File: src/hw/jtl_cfg.svh
// Constants for the converter's serial link timing and alignment block.
`ifndef JTL_CFG_SVH
`define JTL_CFG_SVH

// Sample clock rate in MHz; one frame of one sample per clock.
`define JTL_CLK_MHZ 50
// Line bits carried per converted sample.
`define JTL_UI_PER_SAMPLE 20
// Width of one line symbol and of one lane word.
`define JTL_SYM_W 10
`define JTL_LANE_W 20
// Converter sample width.
`define JTL_SMP_W 14
// Frames (sample clocks) per multiframe.
`define JTL_MF_CYC 32
// Multiframes from a sync request edge or a SYSREF edge to the first K.28 word.
`define JTL_SUB0_DELAY_MF 5
`define JTL_SUB1_DELAY_MF 6
// Least length of the code group synchronization phase in multiframes.
`define JTL_CGS_MIN_MF 1
// Pipeline latencies in sample clocks.
`define JTL_LANE_LAT 36
`define JTL_FD_LAT 7
// Wake-up times in microseconds.
`define JTL_WAKE_ADC_US 250
`define JTL_WAKE_STBY_US 10
`define JTL_WAKE_OUT_US 50
// Derived wake-up counts in clocks.
`define JTL_WAKE_STBY_CYC (`JTL_WAKE_STBY_US * `JTL_CLK_MHZ)
`define JTL_WAKE_OUT_CYC (`JTL_WAKE_OUT_US * `JTL_CLK_MHZ)
// Control octet of the K.28 synchronization character.
`define JTL_K28_OCTET 8'hbc
// Symbol tag bits: control flag and spare bit.
`define JTL_TAG_K 2'h2
`define JTL_TAG_D 2'h0
// Depth of the lane output buffer.
`define JTL_BUF_DEPTH 2
// Number of synchronised pins.
`define JTL_PIN_N 5

`endif

File: src/hw/jtl_pkg.sv
// Types shared by the link timing block.
package jtl_pkg;

  // Link states, one-hot.
  typedef enum logic [4:0] {
    JTL_ST_WAKE  = 5'h01,
    JTL_ST_SYNC  = 5'h02,
    JTL_ST_DELAY = 5'h04,
    JTL_ST_CGS   = 5'h08,
    JTL_ST_DATA  = 5'h10
  } jtl_state_t;

endpackage

File: src/hw/jtl_link_timing.sv
// Serial lane sequencer: sync, delay, code group sync, data and wake-up.
`timescale 1ns/10ps
`default_nettype none
`include "jtl_cfg.svh"

// Overview of operation
// - Each sample travels as twenty line bits.
// - Subclass 0: K.28 five multiframes after request.
// - Subclass 1: K.28 six multiframes after SYSREF.
// - Code group sync lasts one multiframe minimum.
// - Lane latency 36 cycles, fast detect 7.
// - Wake within 250 us, standby 10 us.
// - Output power-down wake within 50 us.

module jtl_link_timing #(
  parameter int unsigned WAKE_ADC_CYC = `JTL_WAKE_ADC_US * `JTL_CLK_MHZ
) (
  input wire logic clk_in,
  input wire logic rst_in,
  input wire logic subclass1_in,
  input wire logic link_sync_request_n_in,
  input wire logic sysref_in,
  input wire logic adc_powerdown_in,
  input wire logic standby_in,
  input wire logic output_powerdown_in,
  input wire logic [`JTL_SMP_W-1:0] sample_in,
  input wire logic sample_valid_in,
  output logic sample_ready_out,
  input wire logic fd_in,
  output logic fd_out,
  output logic [`JTL_LANE_W-1:0] lane_word_out,
  output logic lane_valid_out,
  input wire logic lane_ready_in,
  output logic lane_enable_out,
  output logic link_active_out
);

  localparam int DLY = `JTL_LANE_LAT - 1;
  localparam int unsigned MF = `JTL_MF_CYC;

  ////////////////////////////////////////////////////////////////////////
  // Pin synchronisers.
  logic [`JTL_PIN_N-1:0] pin_s1_ff; // First stage, read only by the second.
  logic [`JTL_PIN_N-1:0] pin_s2_ff; // Safe copy of the pins.
  logic sysref_prev_ff; // Last sample of SYSREF for edge finding.
  logic sync_prev_ff; // Last sample of the sync request.
  logic sync_n_s; // Synchronised sync request, low asks for resync.
  logic sysref_s; // Synchronised SYSREF.
  logic any_pd; // Some power-down or standby mode is active.

  // Two flops on every pin before any logic looks at it.
  always_ff @(posedge clk_in)
  begin
    if (rst_in)
    begin
      pin_s1_ff <= {1'h1, {(`JTL_PIN_N-1){1'h0}}};
      pin_s2_ff <= {1'h1, {(`JTL_PIN_N-1){1'h0}}};
      sysref_prev_ff <= 1'h0;
      sync_prev_ff <= 1'h1;
    end
    else
    begin
      pin_s1_ff <= {link_sync_request_n_in, sysref_in, adc_powerdown_in, standby_in, output_powerdown_in};
      pin_s2_ff <= pin_s1_ff;
      sysref_prev_ff <= pin_s2_ff[3];
      sync_prev_ff <= pin_s2_ff[4];
    end
  end

  assign sync_n_s = pin_s2_ff[4];
  assign sysref_s = pin_s2_ff[3];
  assign any_pd = pin_s2_ff[2] || pin_s2_ff[1] || pin_s2_ff[0];

  ////////////////////////////////////////////////////////////////////////
  // Link state machine.
  jtl_pkg::jtl_state_t state_ff; // Present link state.
  jtl_pkg::jtl_state_t nxt_state; // State for the next clock.
  logic [15:0] phase_cnt_ff; // Clocks spent in the present state.
  logic [15:0] wake_cnt_ff; // Clocks left before wake-up ends.
  logic [15:0] dly_len; // Delay before the first K.28 word.
  logic sysref_rise; // Rising edge of SYSREF.

  assign sysref_rise = sysref_s && !sysref_prev_ff;
  assign dly_len = subclass1_in ? 16'(`JTL_SUB1_DELAY_MF * MF) : 16'(`JTL_SUB0_DELAY_MF * MF);

  // Next state; any power mode wins over the link sequence.
  always_comb
  begin
    nxt_state = state_ff;
    case (state_ff)
      jtl_pkg::JTL_ST_WAKE:
      begin
        // Restart the sequence only once wake-up time has run out.
        if (wake_cnt_ff == 16'h0000)
        begin
          nxt_state = jtl_pkg::JTL_ST_SYNC;
        end
      end
      jtl_pkg::JTL_ST_SYNC:
      begin
        // Subclass 1 waits for SYSREF, subclass 0 for a low request.
        if (subclass1_in ? sysref_rise : !sync_n_s)
        begin
          nxt_state = jtl_pkg::JTL_ST_DELAY;
        end
      end
      jtl_pkg::JTL_ST_DELAY:
      begin
        // Nothing valid is sent until the full delay has passed.
        if (phase_cnt_ff >= dly_len - 16'h0001)
        begin
          nxt_state = jtl_pkg::JTL_ST_CGS;
        end
      end
      jtl_pkg::JTL_ST_CGS:
      begin
        // Leave only after a whole multiframe of K.28 and a released request.
        if ((phase_cnt_ff >= 16'(`JTL_CGS_MIN_MF * MF - 1)) && sync_n_s)
        begin
          nxt_state = jtl_pkg::JTL_ST_DATA;
        end
      end
      jtl_pkg::JTL_ST_DATA:
      begin
        // A new low request restarts synchronization.
        if (!sync_n_s)
        begin
          nxt_state = jtl_pkg::JTL_ST_SYNC;
        end
      end
      default:
      begin
        nxt_state = jtl_pkg::JTL_ST_SYNC;
      end
    endcase
    if (any_pd)
    begin
      nxt_state = jtl_pkg::JTL_ST_WAKE;
    end
  end

  // State register.
  always_ff @(posedge clk_in)
  begin
    if (rst_in)
    begin
      state_ff <= jtl_pkg::JTL_ST_SYNC;
    end
    else
    begin
      state_ff <= nxt_state;
    end
  end

  // Clocks in the present state; cleared on every change of state.
  always_ff @(posedge clk_in)
  begin
    if (rst_in || (nxt_state != state_ff))
    begin
      phase_cnt_ff <= 16'h0000;
    end
    else if (phase_cnt_ff != 16'hffff)
    begin
      phase_cnt_ff <= phase_cnt_ff + 16'h0001;
    end
  end

  // Wake-up timer reloads while a mode is held and runs down after release.
  always_ff @(posedge clk_in)
  begin
    if (rst_in)
    begin
      wake_cnt_ff <= 16'h0000;
    end
    else if (pin_s2_ff[2])
    begin
      wake_cnt_ff <= 16'(WAKE_ADC_CYC);
    end
    else if (pin_s2_ff[0])
    begin
      wake_cnt_ff <= 16'(`JTL_WAKE_OUT_CYC);
    end
    else if (pin_s2_ff[1])
    begin
      wake_cnt_ff <= 16'(`JTL_WAKE_STBY_CYC);
    end
    else if (wake_cnt_ff != 16'h0000)
    begin
      wake_cnt_ff <= wake_cnt_ff - 16'h0001;
    end
  end

  // Lane driver and link status flops.
  always_ff @(posedge clk_in)
  begin
    if (rst_in)
    begin
      lane_enable_out <= 1'h1;
      link_active_out <= 1'h0;
    end
    else
    begin
      lane_enable_out <= !pin_s2_ff[0];
      link_active_out <= (nxt_state == jtl_pkg::JTL_ST_DATA);
    end
  end

  ////////////////////////////////////////////////////////////////////////
  // Sample and fast detect pipelines.
  logic [`JTL_SMP_W-1:0] smp_dly_ff [DLY]; // Sample delay line.
  logic vld_dly_ff [DLY]; // Valid bit beside each stage.
  logic fd_dly_ff [`JTL_FD_LAT]; // Fast detect delay line.
  logic adv; // Pipeline may move; low while the buffer is full.
  logic buf_ready; // Buffer has room.
  logic buf_valid; // Valid of the word offered to the buffer.
  logic [`JTL_LANE_W-1:0] buf_word; // Word offered to the buffer.

  assign adv = buf_ready;
  assign sample_ready_out = buf_ready;

  // Stall of the receiver holds every sample stage, so no word is lost; the fast detect line keeps shifting.
  generate
    for (genvar i = 0; i < DLY; i++)
    begin : g_smp
      always_ff @(posedge clk_in)
      begin
        if (rst_in)
        begin
          smp_dly_ff[i] <= '0;
          vld_dly_ff[i] <= 1'h0;
        end
        else if (adv)
        begin
          smp_dly_ff[i] <= (i == 0) ? sample_in : smp_dly_ff[(i == 0) ? 0 : i-1];
          vld_dly_ff[i] <= (i == 0) ? sample_valid_in : vld_dly_ff[(i == 0) ? 0 : i-1];
        end
      end
    end
    for (genvar j = 0; j < `JTL_FD_LAT; j++)
    begin : g_fd
      always_ff @(posedge clk_in)
      begin
        if (rst_in)
        begin
          fd_dly_ff[j] <= 1'h0;
        end
        else
        begin
          fd_dly_ff[j] <= (j == 0) ? fd_in : fd_dly_ff[(j == 0) ? 0 : j-1];
        end
      end
    end
  endgenerate

  assign fd_out = fd_dly_ff[`JTL_FD_LAT-1];

  // Two ten-bit symbols per sample: K.28 during sync, sample octets after.
  always_comb
  begin
    buf_valid = 1'h0;
    buf_word = {`JTL_TAG_K, `JTL_K28_OCTET, `JTL_TAG_K, `JTL_K28_OCTET};
    if (state_ff == jtl_pkg::JTL_ST_CGS)
    begin
      buf_valid = 1'h1;
    end
    else if (state_ff == jtl_pkg::JTL_ST_DATA)
    begin
      buf_valid = vld_dly_ff[DLY-1];
      buf_word = {`JTL_TAG_D, smp_dly_ff[DLY-1][13:6], `JTL_TAG_D, smp_dly_ff[DLY-1][5:0], 2'h0};
    end
  end

  // Buffer in front of the lane absorbs a receiver stall.
  jtl_lane_buf #(
    .W(`JTL_LANE_W),
    .DEPTH(`JTL_BUF_DEPTH)
  ) jtl_lane_buf_i (
    .clk_in(clk_in),
    .rst_in(rst_in),
    .in_data_in(buf_word),
    .in_valid_in(buf_valid),
    .in_ready_out(buf_ready),
    .out_data_out(lane_word_out),
    .out_valid_out(lane_valid_out),
    .out_ready_in(lane_ready_in)
  );

  ////////////////////////////////////////////////////////////////////////
  // Checks and the counters that only they read.
  localparam int LAT = `JTL_LANE_LAT;
  logic [15:0] since_sync_ff; // Clocks since the request went low.
  logic [15:0] since_ref_ff; // Clocks since SYSREF rose.
  logic [15:0] idle_ff; // Clocks in wake-up after all modes released.
  logic [7:0] run_ff; // Clocks of uninterrupted data flow.
  logic [15:0] wake_lim_ff; // Wake-up allowance of the mode held last.

  // Allowance follows the same priority as the wake-up timer, so each mode is judged by its own time.
  always_ff @(posedge clk_in)
  begin
    if (rst_in)
    begin
      wake_lim_ff <= 16'h0000;
    end
    else if (pin_s2_ff[2])
    begin
      wake_lim_ff <= 16'(WAKE_ADC_CYC);
    end
    else if (pin_s2_ff[0])
    begin
      wake_lim_ff <= 16'(`JTL_WAKE_OUT_CYC);
    end
    else if (pin_s2_ff[1])
    begin
      wake_lim_ff <= 16'(`JTL_WAKE_STBY_CYC);
    end
  end

  always_ff @(posedge clk_in)
  begin
    if (rst_in)
    begin
      since_sync_ff <= 16'h0000;
      since_ref_ff <= 16'h0000;
      idle_ff <= 16'h0000;
      run_ff <= 8'h00;
    end
    else
    begin
      since_sync_ff <= (sync_prev_ff && !sync_n_s) ? 16'h0000 : since_sync_ff + 16'(since_sync_ff != 16'hffff);
      since_ref_ff <= sysref_rise ? 16'h0000 : since_ref_ff + 16'(since_ref_ff != 16'hffff);
      idle_ff <= (state_ff == jtl_pkg::JTL_ST_WAKE && !any_pd) ? idle_ff + 16'h0001 : 16'h0000;
      run_ff <= (adv && lane_ready_in && sample_valid_in && state_ff == jtl_pkg::JTL_ST_DATA)
                ? run_ff + 8'(run_ff != 8'hff) : 8'h00;
    end
  end
endmodule
`default_nettype wire

File: src/hw/jtl_lane_buf.sv
// Small FIFO that holds lane words while the receiver stalls.
`timescale 1ns/10ps
`default_nettype none
`include "jtl_cfg.svh"

module jtl_lane_buf #(
  parameter int W = `JTL_LANE_W,
  parameter int DEPTH = `JTL_BUF_DEPTH
) (
  input wire logic clk_in,
  input wire logic rst_in,
  input wire logic [W-1:0] in_data_in,
  input wire logic in_valid_in,
  output logic in_ready_out,
  output logic [W-1:0] out_data_out,
  output logic out_valid_out,
  input wire logic out_ready_in
);

  localparam int AW = (DEPTH > 1) ? $clog2(DEPTH) : 1;

  // Storage, pointers and fill count.
  logic [W-1:0] mem_ff [DEPTH];
  logic [AW-1:0] wr_ptr_ff;
  logic [AW-1:0] rd_ptr_ff;
  logic [AW:0] cnt_ff;
  logic push;
  logic pop;

  // Full and empty come straight from the count, so they never lie.
  assign in_ready_out = (cnt_ff != (AW+1)'(DEPTH));
  assign out_valid_out = (cnt_ff != '0);
  assign out_data_out = mem_ff[rd_ptr_ff];
  assign push = in_valid_in && in_ready_out;
  assign pop = out_valid_out && out_ready_in;

  ////////////////////////////////////////////////////////////////////////
  // Word storage; data words need no reset.
  always_ff @(posedge clk_in)
  begin
    if (push)
    begin
      mem_ff[wr_ptr_ff] <= in_data_in;
    end
  end

  // Pointers wrap at the depth.
  always_ff @(posedge clk_in)
  begin
    if (rst_in)
    begin
      wr_ptr_ff <= '0;
      rd_ptr_ff <= '0;
    end
    else
    begin
      if (push)
      begin
        wr_ptr_ff <= (wr_ptr_ff == AW'(DEPTH - 1)) ? '0 : wr_ptr_ff + AW'(1);
      end
      if (pop)
      begin
        rd_ptr_ff <= (rd_ptr_ff == AW'(DEPTH - 1)) ? '0 : rd_ptr_ff + AW'(1);
      end
    end
  end

  // Fill count follows pushes and pops.
  always_ff @(posedge clk_in)
  begin
    if (rst_in)
    begin
      cnt_ff <= '0;
    end
    else if (push && !pop)
    begin
      cnt_ff <= cnt_ff + (AW+1)'(1);
    end
    else if (pop && !push)
    begin
      cnt_ff <= cnt_ff - (AW+1)'(1);
    end
  end

endmodule
`default_nettype wire

File: config.mk
export PLATFORM = sky130hd
export DESIGN_NAME = jtl_link_timing
export DESIGN_NICKNAME = d
export VERILOG_FILES = /design/src/hw/jtl_pkg.sv /design/src/hw/jtl_link_timing.sv /design/src/hw/jtl_lane_buf.sv
export VERILOG_INCLUDE_DIRS = /design/src /design/src/hw
export SDC_FILE = /design/constraint.sdc
export NUM_CORES = 1
export LEC_CHECK = 0
export BUFFER_PORTS_ARGS = -buffer_cell sky130_fd_sc_hd__buf_2
export CAP_MARGIN = 15
export CORE_UTILIZATION = 35
export CTS_CLUSTER_SIZE = 10
export DETAILED_ROUTE_END_ITERATION = 6
export GPL_TIMING_DRIVEN = 0
export PLACE_DENSITY = 0.61
export SLEW_MARGIN = 20
export SYNTH_ARGS = -nofsm -noshare
export SYNTH_HDL_FRONTEND = slang
export SYNTH_SLANG_ARGS = --single-unit
File: constraint.sdc
create_clock -name clk_in -period 14.87 [get_ports clk_in]
set_input_delay 1.487 -clock clk_in [delete_from_list [all_inputs] [get_ports clk_in]]
set_output_delay 1.487 -clock clk_in [all_outputs]
set_load 0.01 [all_outputs]
==> results of run 1 <==
[synth_stat cells (9+ instances only)]
library cell	instances
sky130_fd_sc_hd__mux2_2	15
sky130_fd_sc_hd__a21oi_1	14
sky130_fd_sc_hd__xor2_1	19
sky130_fd_sc_hd__nor3_2	11
sky130_fd_sc_hd__nand2b_1	17
sky130_fd_sc_hd__edfxtp_1	555
sky130_fd_sc_hd__xnor2_1	10
sky130_fd_sc_hd__nor3_1	12
sky130_fd_sc_hd__buf_4	9
sky130_fd_sc_hd__nand3_1	13
sky130_fd_sc_hd__nand2_1	21
sky130_fd_sc_hd__and2_1	533
sky130_fd_sc_hd__dfxtp_1	62
sky130_fd_sc_hd__clkbuf_1	64
sky130_fd_sc_hd__nor2_1	37
sky130_fd_sc_hd__nor2b_1	22
sky130_fd_sc_hd__o21ai_0	13
[critical path: stages, from the launching register on]
cell	delay, ps
sky130_fd_sc_hd__dfxtp_1	310
sky130_fd_sc_hd__clkbuf_1	260
sky130_fd_sc_hd__clkbuf_1	470
sky130_fd_sc_hd__mux2_2	410
sky130_fd_sc_hd__buf_4	130
sky130_fd_sc_hd__buf_2	130
[cell families after synthesis]
family / count (synthesis)
xor+xnor: 30
other cells: 1
simple gates: 705
compound gates: 50
flops: 617
fa+ha+maj: 4
mux: 17
buf+inv: 90
[registers in the layout, indices dropped and copies added (netlist names), named ones only]
register / count
fd_dly_ff: 7
jtl_lane_buf_i.cnt_ff: 2
jtl_lane_buf_i.mem_ff: 30
jtl_lane_buf_i.rd_ptr_ff: 1
jtl_lane_buf_i.wr_ptr_ff: 1
lane_enable_out: 1
link_active_out: 1
phase_cnt_ff: 16
pin_s1_ff: 5
pin_s2_ff: 5
smp_dly_ff: 490
state_ff: 5
sysref_prev_ff: 1
vld_dly_ff: 35
wake_cnt_ff: 16
[path summary, 6_finish.rpt]
| path | endpoint | depth (start not counted) | from | slack, ps |
|---|---|---|---|---|
| worst min-delay path | pin_s2_ff[4] | 1 | pin_s1_ff[4] | 410 |
| worst max-delay path | lane_word_out[19] | 5 | register | 11100 |
| worst max register to register | smp_dly_ff[12][2] | 6 | jtl_lane_buf_i.cnt_ff[1] | 12180 |
| worst min register to register | pin_s2_ff[4] | 1 | pin_s1_ff[4] | 410 |
[per-layer routing]
metal	part of all wire (%)	up-vias	GRT usage, %
li1	-	5522	-
met1	45	5493	12.51
met2	48	191	16.42
met3	5.0	71	3.029
met4	2.6	0	4.102
met5	0	-	0
[where the power goes]
group	internal [mW]	switching, mW	total [mW]	leakage, nW
logic	0.102	0.149	0.251	2.72
registers	2.05	0.0400	2.09	7.26
clock network	0.898	0.619	1.52	0.959
[area by class of cell]
class | count | share of cell area (%)
diodes | 1 | 0.009261
plain buffers | 82 | 1.348
multi-input cells | 810 | 19.24
repair buffers | 55 | 1.741
well taps | 864 | 4.001
clock inverters | 4 | 0.1713
inverters | 8 | 0.1204
clock buffers | 86 | 7.099
flip-flops and latches | 617 | 66.27
==> summary.md, run 1 <==
For this run, the leading register cell type out of synthesis is sky130_fd_sc_hd__edfxtp_1. Counting every instance in the synthesized netlist gives 1514. For the layout filler cell count, the log shows 5956. The height of the chip came out at 261.0 um. The number of antenna violations at the first check in global routing was 2; the worst IR drop on VDD was 0.08960 mV.

Dividing the detail-routed via count by the number of cells gives 4.463. The top fanout value on the critical path came out at 10. The run gives 5197 um^2 as the multi-input combinational cell area. The analysis attributes to cell leakage a power of 10.93 nW.

Between clock sinks in the finished design, the worst skew comes to 14.00 ps. Setup repair after global routing left no endpoint under its margin. The flow ran to the end, but the final reports show violations. Cells with a size suffix above 1 make up 11.73% of the layout. For this block, the initial DRC count from the detailed router was 701. For the netlist area before placement, the log shows 23480 um^2. The worst pin sits at a relative slew slack of 50.57%. The tools report the clock tree root driver cell as sky130_fd_sc_hd__clkbuf_16.

Summed over all layers, the routed wires come to 32.88 mm. The insertion delay to the later sink of the worst-skew pair was 580 ps; the overall power of the completed layout was 3.861 mW. The tools report the post-cts hold buffer count as 0. Once layout is done, the placed cells without fillers occupy 27020 um^2. Worst setup path category: reg2out. Cells fill 40.88% of the core in the end. For the floorplan row count, the log shows 94.

The setup fix buffers added after clock tree synthesis was 0. The core region is 66100 um^2. The portion of synthesized cell area occupied by the leading cell type is 70.98%, and the post-synthesis area per instance is 15.51 um^2.

The global-route wire length before repair was 55.30 mm. The maximum operating frequency is 0.2656 GHz. The routed wirelength normalized by instance count came out at 13.01 um.

Summing the areas of all xor and xnor instances in the mapped netlist gives 1.199% of the synthesized area. The post-route setup TNS came out at 0 ps. The portion of synthesized area spent on multiplexers is 0.8046%. The run gives 11340 as the via count of the first global-routing pass. Once the floorplan was initialized, standard cells occupied 35.52% of the core. The logs give 2280 ps for the data arrival time at the worst-slack endpoint and 0 for the final global-route overflow total. The dominant combinational cell family by area after synthesis was simple AND/OR/NAND/NOR gates.

For the pin with the worst max-slew slack, the measured transition is 738.1 ps. The placed wire-length estimate after detailed placement came out at 20.53 mm. For this design the ratio of total power to cell area is 142.9 nW/um^2.

Worst setup slack after layout: 11100 ps. The first TritonRoute pass finished after 7 iterations. Total count of hold-check failures in the final report: 0. Most common library cell in the layout ignoring fill and taps: sky130_fd_sc_hd__edfxtp_1.

For this run, design rule violations remaining after detail routing come to 12. The tree built by TritonCTS fans out to 617 sinks. The share of the Yosys chip area taken by registers is 76.27%. The synthesized design contains 555 enable-type register cells. STA classifies the critical path startpoint as a register.

The number of top-level pins is 50. After synthesis, the cell types taking the most area are sky130_fd_sc_hd__edfxtp_1 71%, sky130_fd_sc_hd__and2_1 14%, sky130_fd_sc_hd__dfxtp_1 5.3%. The placed instances occupy a cell area of 25050 um^2. The tools report the max-slew violation count as 0. The run gives 0 as the synthesis warning total. Dividing the final minimum period by the clock period gives 25.32%. The checks that failed: DRC. The deepest clock path buffer count is 3.

The count of input and output buffers was 45; the synthesized-area fraction occupied by and/or/nand/nor cells was 18.49%. The sequential cell area was 17910 um^2. TritonCTS built the clock tree. The worst setup slack before clock tree synthesis was 10810 ps. The run gives 0.7793 as the final RePlAce weighted congestion. The overall fraction of global-route tracks in use was 10.07%. The CTS clock-pin slew for the worst setup and hold paths was 50 ps. STA classifies the critical path endpoint as an output pin. In this run, CTS created clock tree buffers numbering 72. For the filler-free cell count of the finished design, the log shows 2527. For the count of placed standard cells including taps, the log shows 2436. CTS built an H-tree with a depth of 3. Fraction of the mapped netlist area in adder cells: 0.2132%. The top cell types in the final layout, fill and taps aside, are 555 x sky130_fd_sc_hd__edfxtp_1, 533 x sky130_fd_sc_hd__and2_1, 75 x sky130_fd_sc_hd__clkbuf_1, 75 x sky130_fd_sc_hd__clkbuf_16, 62 x sky130_fd_sc_hd__dfxtp_1. Once detail routing completed, the nets flagged for antenna violations numbered 0. The path class of the tightest hold or removal check is reg2reg.

Once the clock tree was built, the resizer swapped 0 gates to a different size. The biggest area contributor in the post-synthesis netlist is sky130_fd_sc_hd__edfxtp_1. The proportion of synthesized flip-flops having asynchronous set or reset was 0%; the growth of design area from synthesis to finish was 15.08%. The tools report the floorplan die area as 68130 um^2. Hold timing on the final database bottoms out at a slack of 409.7 ps. Post-synthesis compound-gate area fraction: 1.322%. Entering global routing, the biggest net connects 62 pins.

The required time at the endpoint of the critical path was 13380 ps; the width of the die was 261.0 um. Synthesis instantiated 52 different standard cells from the library. After synthesis the netlist holds a flip-flop and latch count of 617. For this run, the post-layout net count is 1675.

Detailed routing inserted a total of 11280 vias. Setup violations remaining at the end of the flow were counted as 0. The shortest period the worst path allows works out to 3766 ps. The tool flagged a number of max-cap violations equal to 0.
No activity file was read; power rests on OpenSTA's default activity.
==> run 2, diff against run 1 <==
==> constraint.sdc (replaced) <==
create_clock -name clk_in -period 3.2 [get_ports clk_in]
set_input_delay 0.32 -clock clk_in [delete_from_list [all_inputs] [get_ports clk_in]]
set_output_delay 0.32 -clock clk_in [all_outputs]
set_load 0.01 [all_outputs]
==> run 2 against run 1 <==
- first-iteration DRC count decreased by 8.1%
- non-clock buffer count up 19
- highest routed layer unchanged
- critical endpoint is now smp_dly_ff[0][8]
- final cell count rose by 0.79%
- sequential share of layout area down 0.45 points
- sequential power rose to 4.7 times the previous value
- final area rose by 0.69%
- clock power grew to 4.6 times the previous value
- the flow still finishes with violations (DRC)
- global-route usage rose by 0.18 points
- register-to-register slack worse by 12000 ps
- routed wire length grew 2.2%
- largest power group unchanged
- via count rose by 0.38%
==> summary.md, run 2 (synthesized netlist as in run 1, its figures left out) <==
The shortest period the worst path allows was 2641 ps. The largest registers in the layout are smp_dly_ff (490), vld_dly_ff (35), jtl_lane_buf_i.mem_ff (30). The cell that appears most often on the critical path is sky130_fd_sc_hd__buf_16. In the layout the commonest cells are 555 x sky130_fd_sc_hd__edfxtp_1, 533 x sky130_fd_sc_hd__and2_1, 73 x sky130_fd_sc_hd__clkbuf_1. The part of the cycle the worst path needs is 82.52%, and the count of placed standard cells including taps is 2435.

The tools report the post-cts resize count as 0. The smallest hold slack was 97.60 ps. The first global-routing pass estimated 55.97 mm of wire. In this run, the number of DRC markers left after iteration 0 of detailed routing was 644. The tools report the clock tree root driver cell as sky130_fd_sc_hd__clkbuf_16.

For hold timing, the worst endpoint is wake_cnt_ff[2]. The die covers 68130 um^2. Of the cells placed in the final design, the portion with a size suffix greater than 1 is 11.76%. The tools report the number of antenna cells inserted as 0. Power comes to 17.89 mW. The register with the most flip-flops in the layout has 490 of them. The final RePlAce weighted congestion was 0.7796; the placed wire-length estimate after detailed placement was 20.70 mm. The layout filler cell count is 5977. The worst flop-to-flop path startpoint is jtl_lane_buf_i.cnt_ff[1]. Once the floorplan was initialized, standard cells occupied 35.52% of the core.

The clock passes through at most 3 buffers. The placed instances occupy a cell area of 25070 um^2. The count of buffers added on input and output ports is 45. Setup repair after global routing left no endpoint under its margin. STA classifies the critical path endpoint as a register.

During I/O placement, the number of pins put on the boundary was 50. Number of vias per cell after detailed routing: 4.444. The number of buffers created by CTS is 72.

The checks that failed: DRC. Of all nets on the critical path, the largest fanout is 57. Total count of hold-check failures in the final report: 0.

After the flow finishes, the layout carries non-filler instances totaling 2547. Global routing used 16.98% of the available met2 tracks. The cell with the largest stage delay on the worst path was sky130_fd_sc_hd__nand2b_4. The die is 261.0 um tall. The transition time of the tightest slew-check pin came out at 782.0 ps.

Register bank with the most flops: smp_dly_ff. In the global route stage, overall resource usage came out at 10.25%. Worst slew margin relative to its limit: 47.63%. TritonCTS built the clock tree.

On the final layout, the worst clock skew is 13.81 ps. The fraction of met1 tracks used by global routing is 12.72%. At the placement stage, the worst setup path has a slack of 290.6 ps.

Kind of cell adding the most delay to the critical path: buffers and inverters. Based on the critical path, the design can be clocked at up to 0.3787 GHz. The run gives 3460 ps as the required time at the endpoint of the critical path.

Leaving out fill and tap cells, the most frequent cell in the layout is sky130_fd_sc_hd__edfxtp_1. The tools report the setup fix buffers added after clock tree synthesis as 0. Clock-pin slew was measured on the worst setup and hold paths at 60 ps. Setup violations remaining at the end of the flow were counted as 0. The routed wirelength normalized by instance count came out at 13.20 um. The run finished, with violations left. The logs give 559.3 ps for the worst setup slack after layout and 27210 um^2 for the final instance area. The data arrival time at the worst-slack endpoint is 2900 ps, and the final global-route overflow total is 0. The run gives 2 as the number of antenna violations at the first check in global routing. In this run the critical register-to-register path is captured at smp_dly_ff[0][8]. The area growth from synthesis to layout is 15.87%. The via count of the first global-routing pass came out at 11450. met2 is the most crowded layer. In the final layout, the multi-input gates occupy 5205 um^2. The setup path with the least slack is of type reg2reg. In this run the horizontal extent of the chip is 261.0 um.

In this run the register-to-register setup slack is 560 ps. Global routing used 2.846% of the available met3 tracks. In this design, the stage delay of the slowest critical-path cell is 540 ps. Entering global routing, the biggest net connects 61 pins.

Across the run, the number of max-cap violations was 0. The number of cells traversed by the worst hold path is 3, and the count of antenna-violating nets left after detailed routing is 0. The total number of vias is 11320.

Sequential cell area: 17910 um^2. The min-delay analysis places its worst path in the category in2reg. The floorplan has 94 rows. STA classifies the critical path startpoint as a register. Summed over all cells, the static leakage comes to 10.99 nW.

The power density over cell area is 657.6 nW/um^2. Counting every sink on the clock net gives 617. The launch point of the worst hold path is rst_in.

The H-tree was split into 3 levels. Counting buffers and inverters, the worst setup path is 6 cells deep. The path depth of the worst reg2reg path is 6, and the standard cell core area is 66100 um^2.

The tools report the number of nets at the end of the flow as 1694. The logs give 0 for the max-slew violation count and 7 for the first-pass iteration count of the detailed router. Post-detailed-route DRC marker count: 6. IR analysis of the VDD net gives a maximum drop of 0.3578 mV. The number of buffers and inverters on the critical path is 4. Walking the worst path, the cells encountered are nor2b_4 > nand2b_4 > buf_16 > buf_16 > buf_12 > buf_16.

Summed over all layers, the routed wires come to 33.61 mm. The clock reaches the later pin of the worst-skew pair after 590 ps.
## run 2: changes by cell type in the layout (fill, tap and decap cells not counted), moves of 2 or more
cell and change:
sky130_fd_sc_hd__clkinv_1 +2, sky130_fd_sc_hd__clkbuf_16 -3, sky130_fd_sc_hd__clkbuf_1 -2, sky130_fd_sc_hd__buf_16 +2, sky130_fd_sc_hd__inv_6 +3, sky130_fd_sc_hd__dlygate4sd3_1 +20
sky130_fd_sc_hd__buf_12 -3
## run 2: stage by stage
step | utilization (%) | TNS (ps)
global placement | 37.56 | -1437510
global route | 41.16 | 0
CTS | 41.16 | 0
floorplan | - | -716810
finish | 41.16 | 0
detailed placement | 37.92 | 0
## run 2: how the worst max path moves through the flow
stage	start	end	slack [ps]
finish	jtl_lane_buf_i.cnt_ff[1]	smp_dly_ff[0][8]	560
floorplan	rst_in	smp_dly_ff[0][0]	-1370
global placement	rst_in	smp_dly_ff[0][8]	-2770
global route	jtl_lane_buf_i.cnt_ff[1]	smp_dly_ff[0][8]	340
CTS	jtl_lane_buf_i.cnt_ff[1]	smp_dly_ff[7][0]	490
detailed placement	rst_in	smp_dly_ff[0][8]	290
## run 2: where the power goes
group	internal [mW]	switching, mW	total (mW)
sequential	9.54	0.189	9.73
combinational	0.487	0.698	1.19
clock	4.05	2.93	6.98
total	14.1	3.82	17.9
## run 2: per-layer routing
layer	up-vias	part of all wire [%]
li1	5558	-
met1	5491	44
met2	197	48
met3	74	4.7
met4	0	2.6
met5	-	0
## run 2: repair_timing
| action | 4_1_cts | 5_1_grt |
|---|---|---|
| hold buffers | 20 | 0 |
| endpoints found under the hold margin | 20 | 0 |
| setup endpoints to repair | 0 | 0 |
## run 2: area by class of cell
class,instances,area share (%)
inverter,8,0.1196
clock inverter,10,0.3679
sequential,617,65.82
tap,864,3.974
clock buffer,82,6.760
multi-input combinational,810,19.13
buffer,82,1.375
timing repair buffer,74,2.447
## run 2: worst register-to-register path, stage by stage (launching register included)
cell,delay [ps]
sky130_fd_sc_hd__dfxtp_1,320
sky130_fd_sc_hd__nor2b_4,150
sky130_fd_sc_hd__nand2b_4,540
sky130_fd_sc_hd__buf_16,340
sky130_fd_sc_hd__buf_16,320
sky130_fd_sc_hd__buf_12,310
sky130_fd_sc_hd__buf_16,290
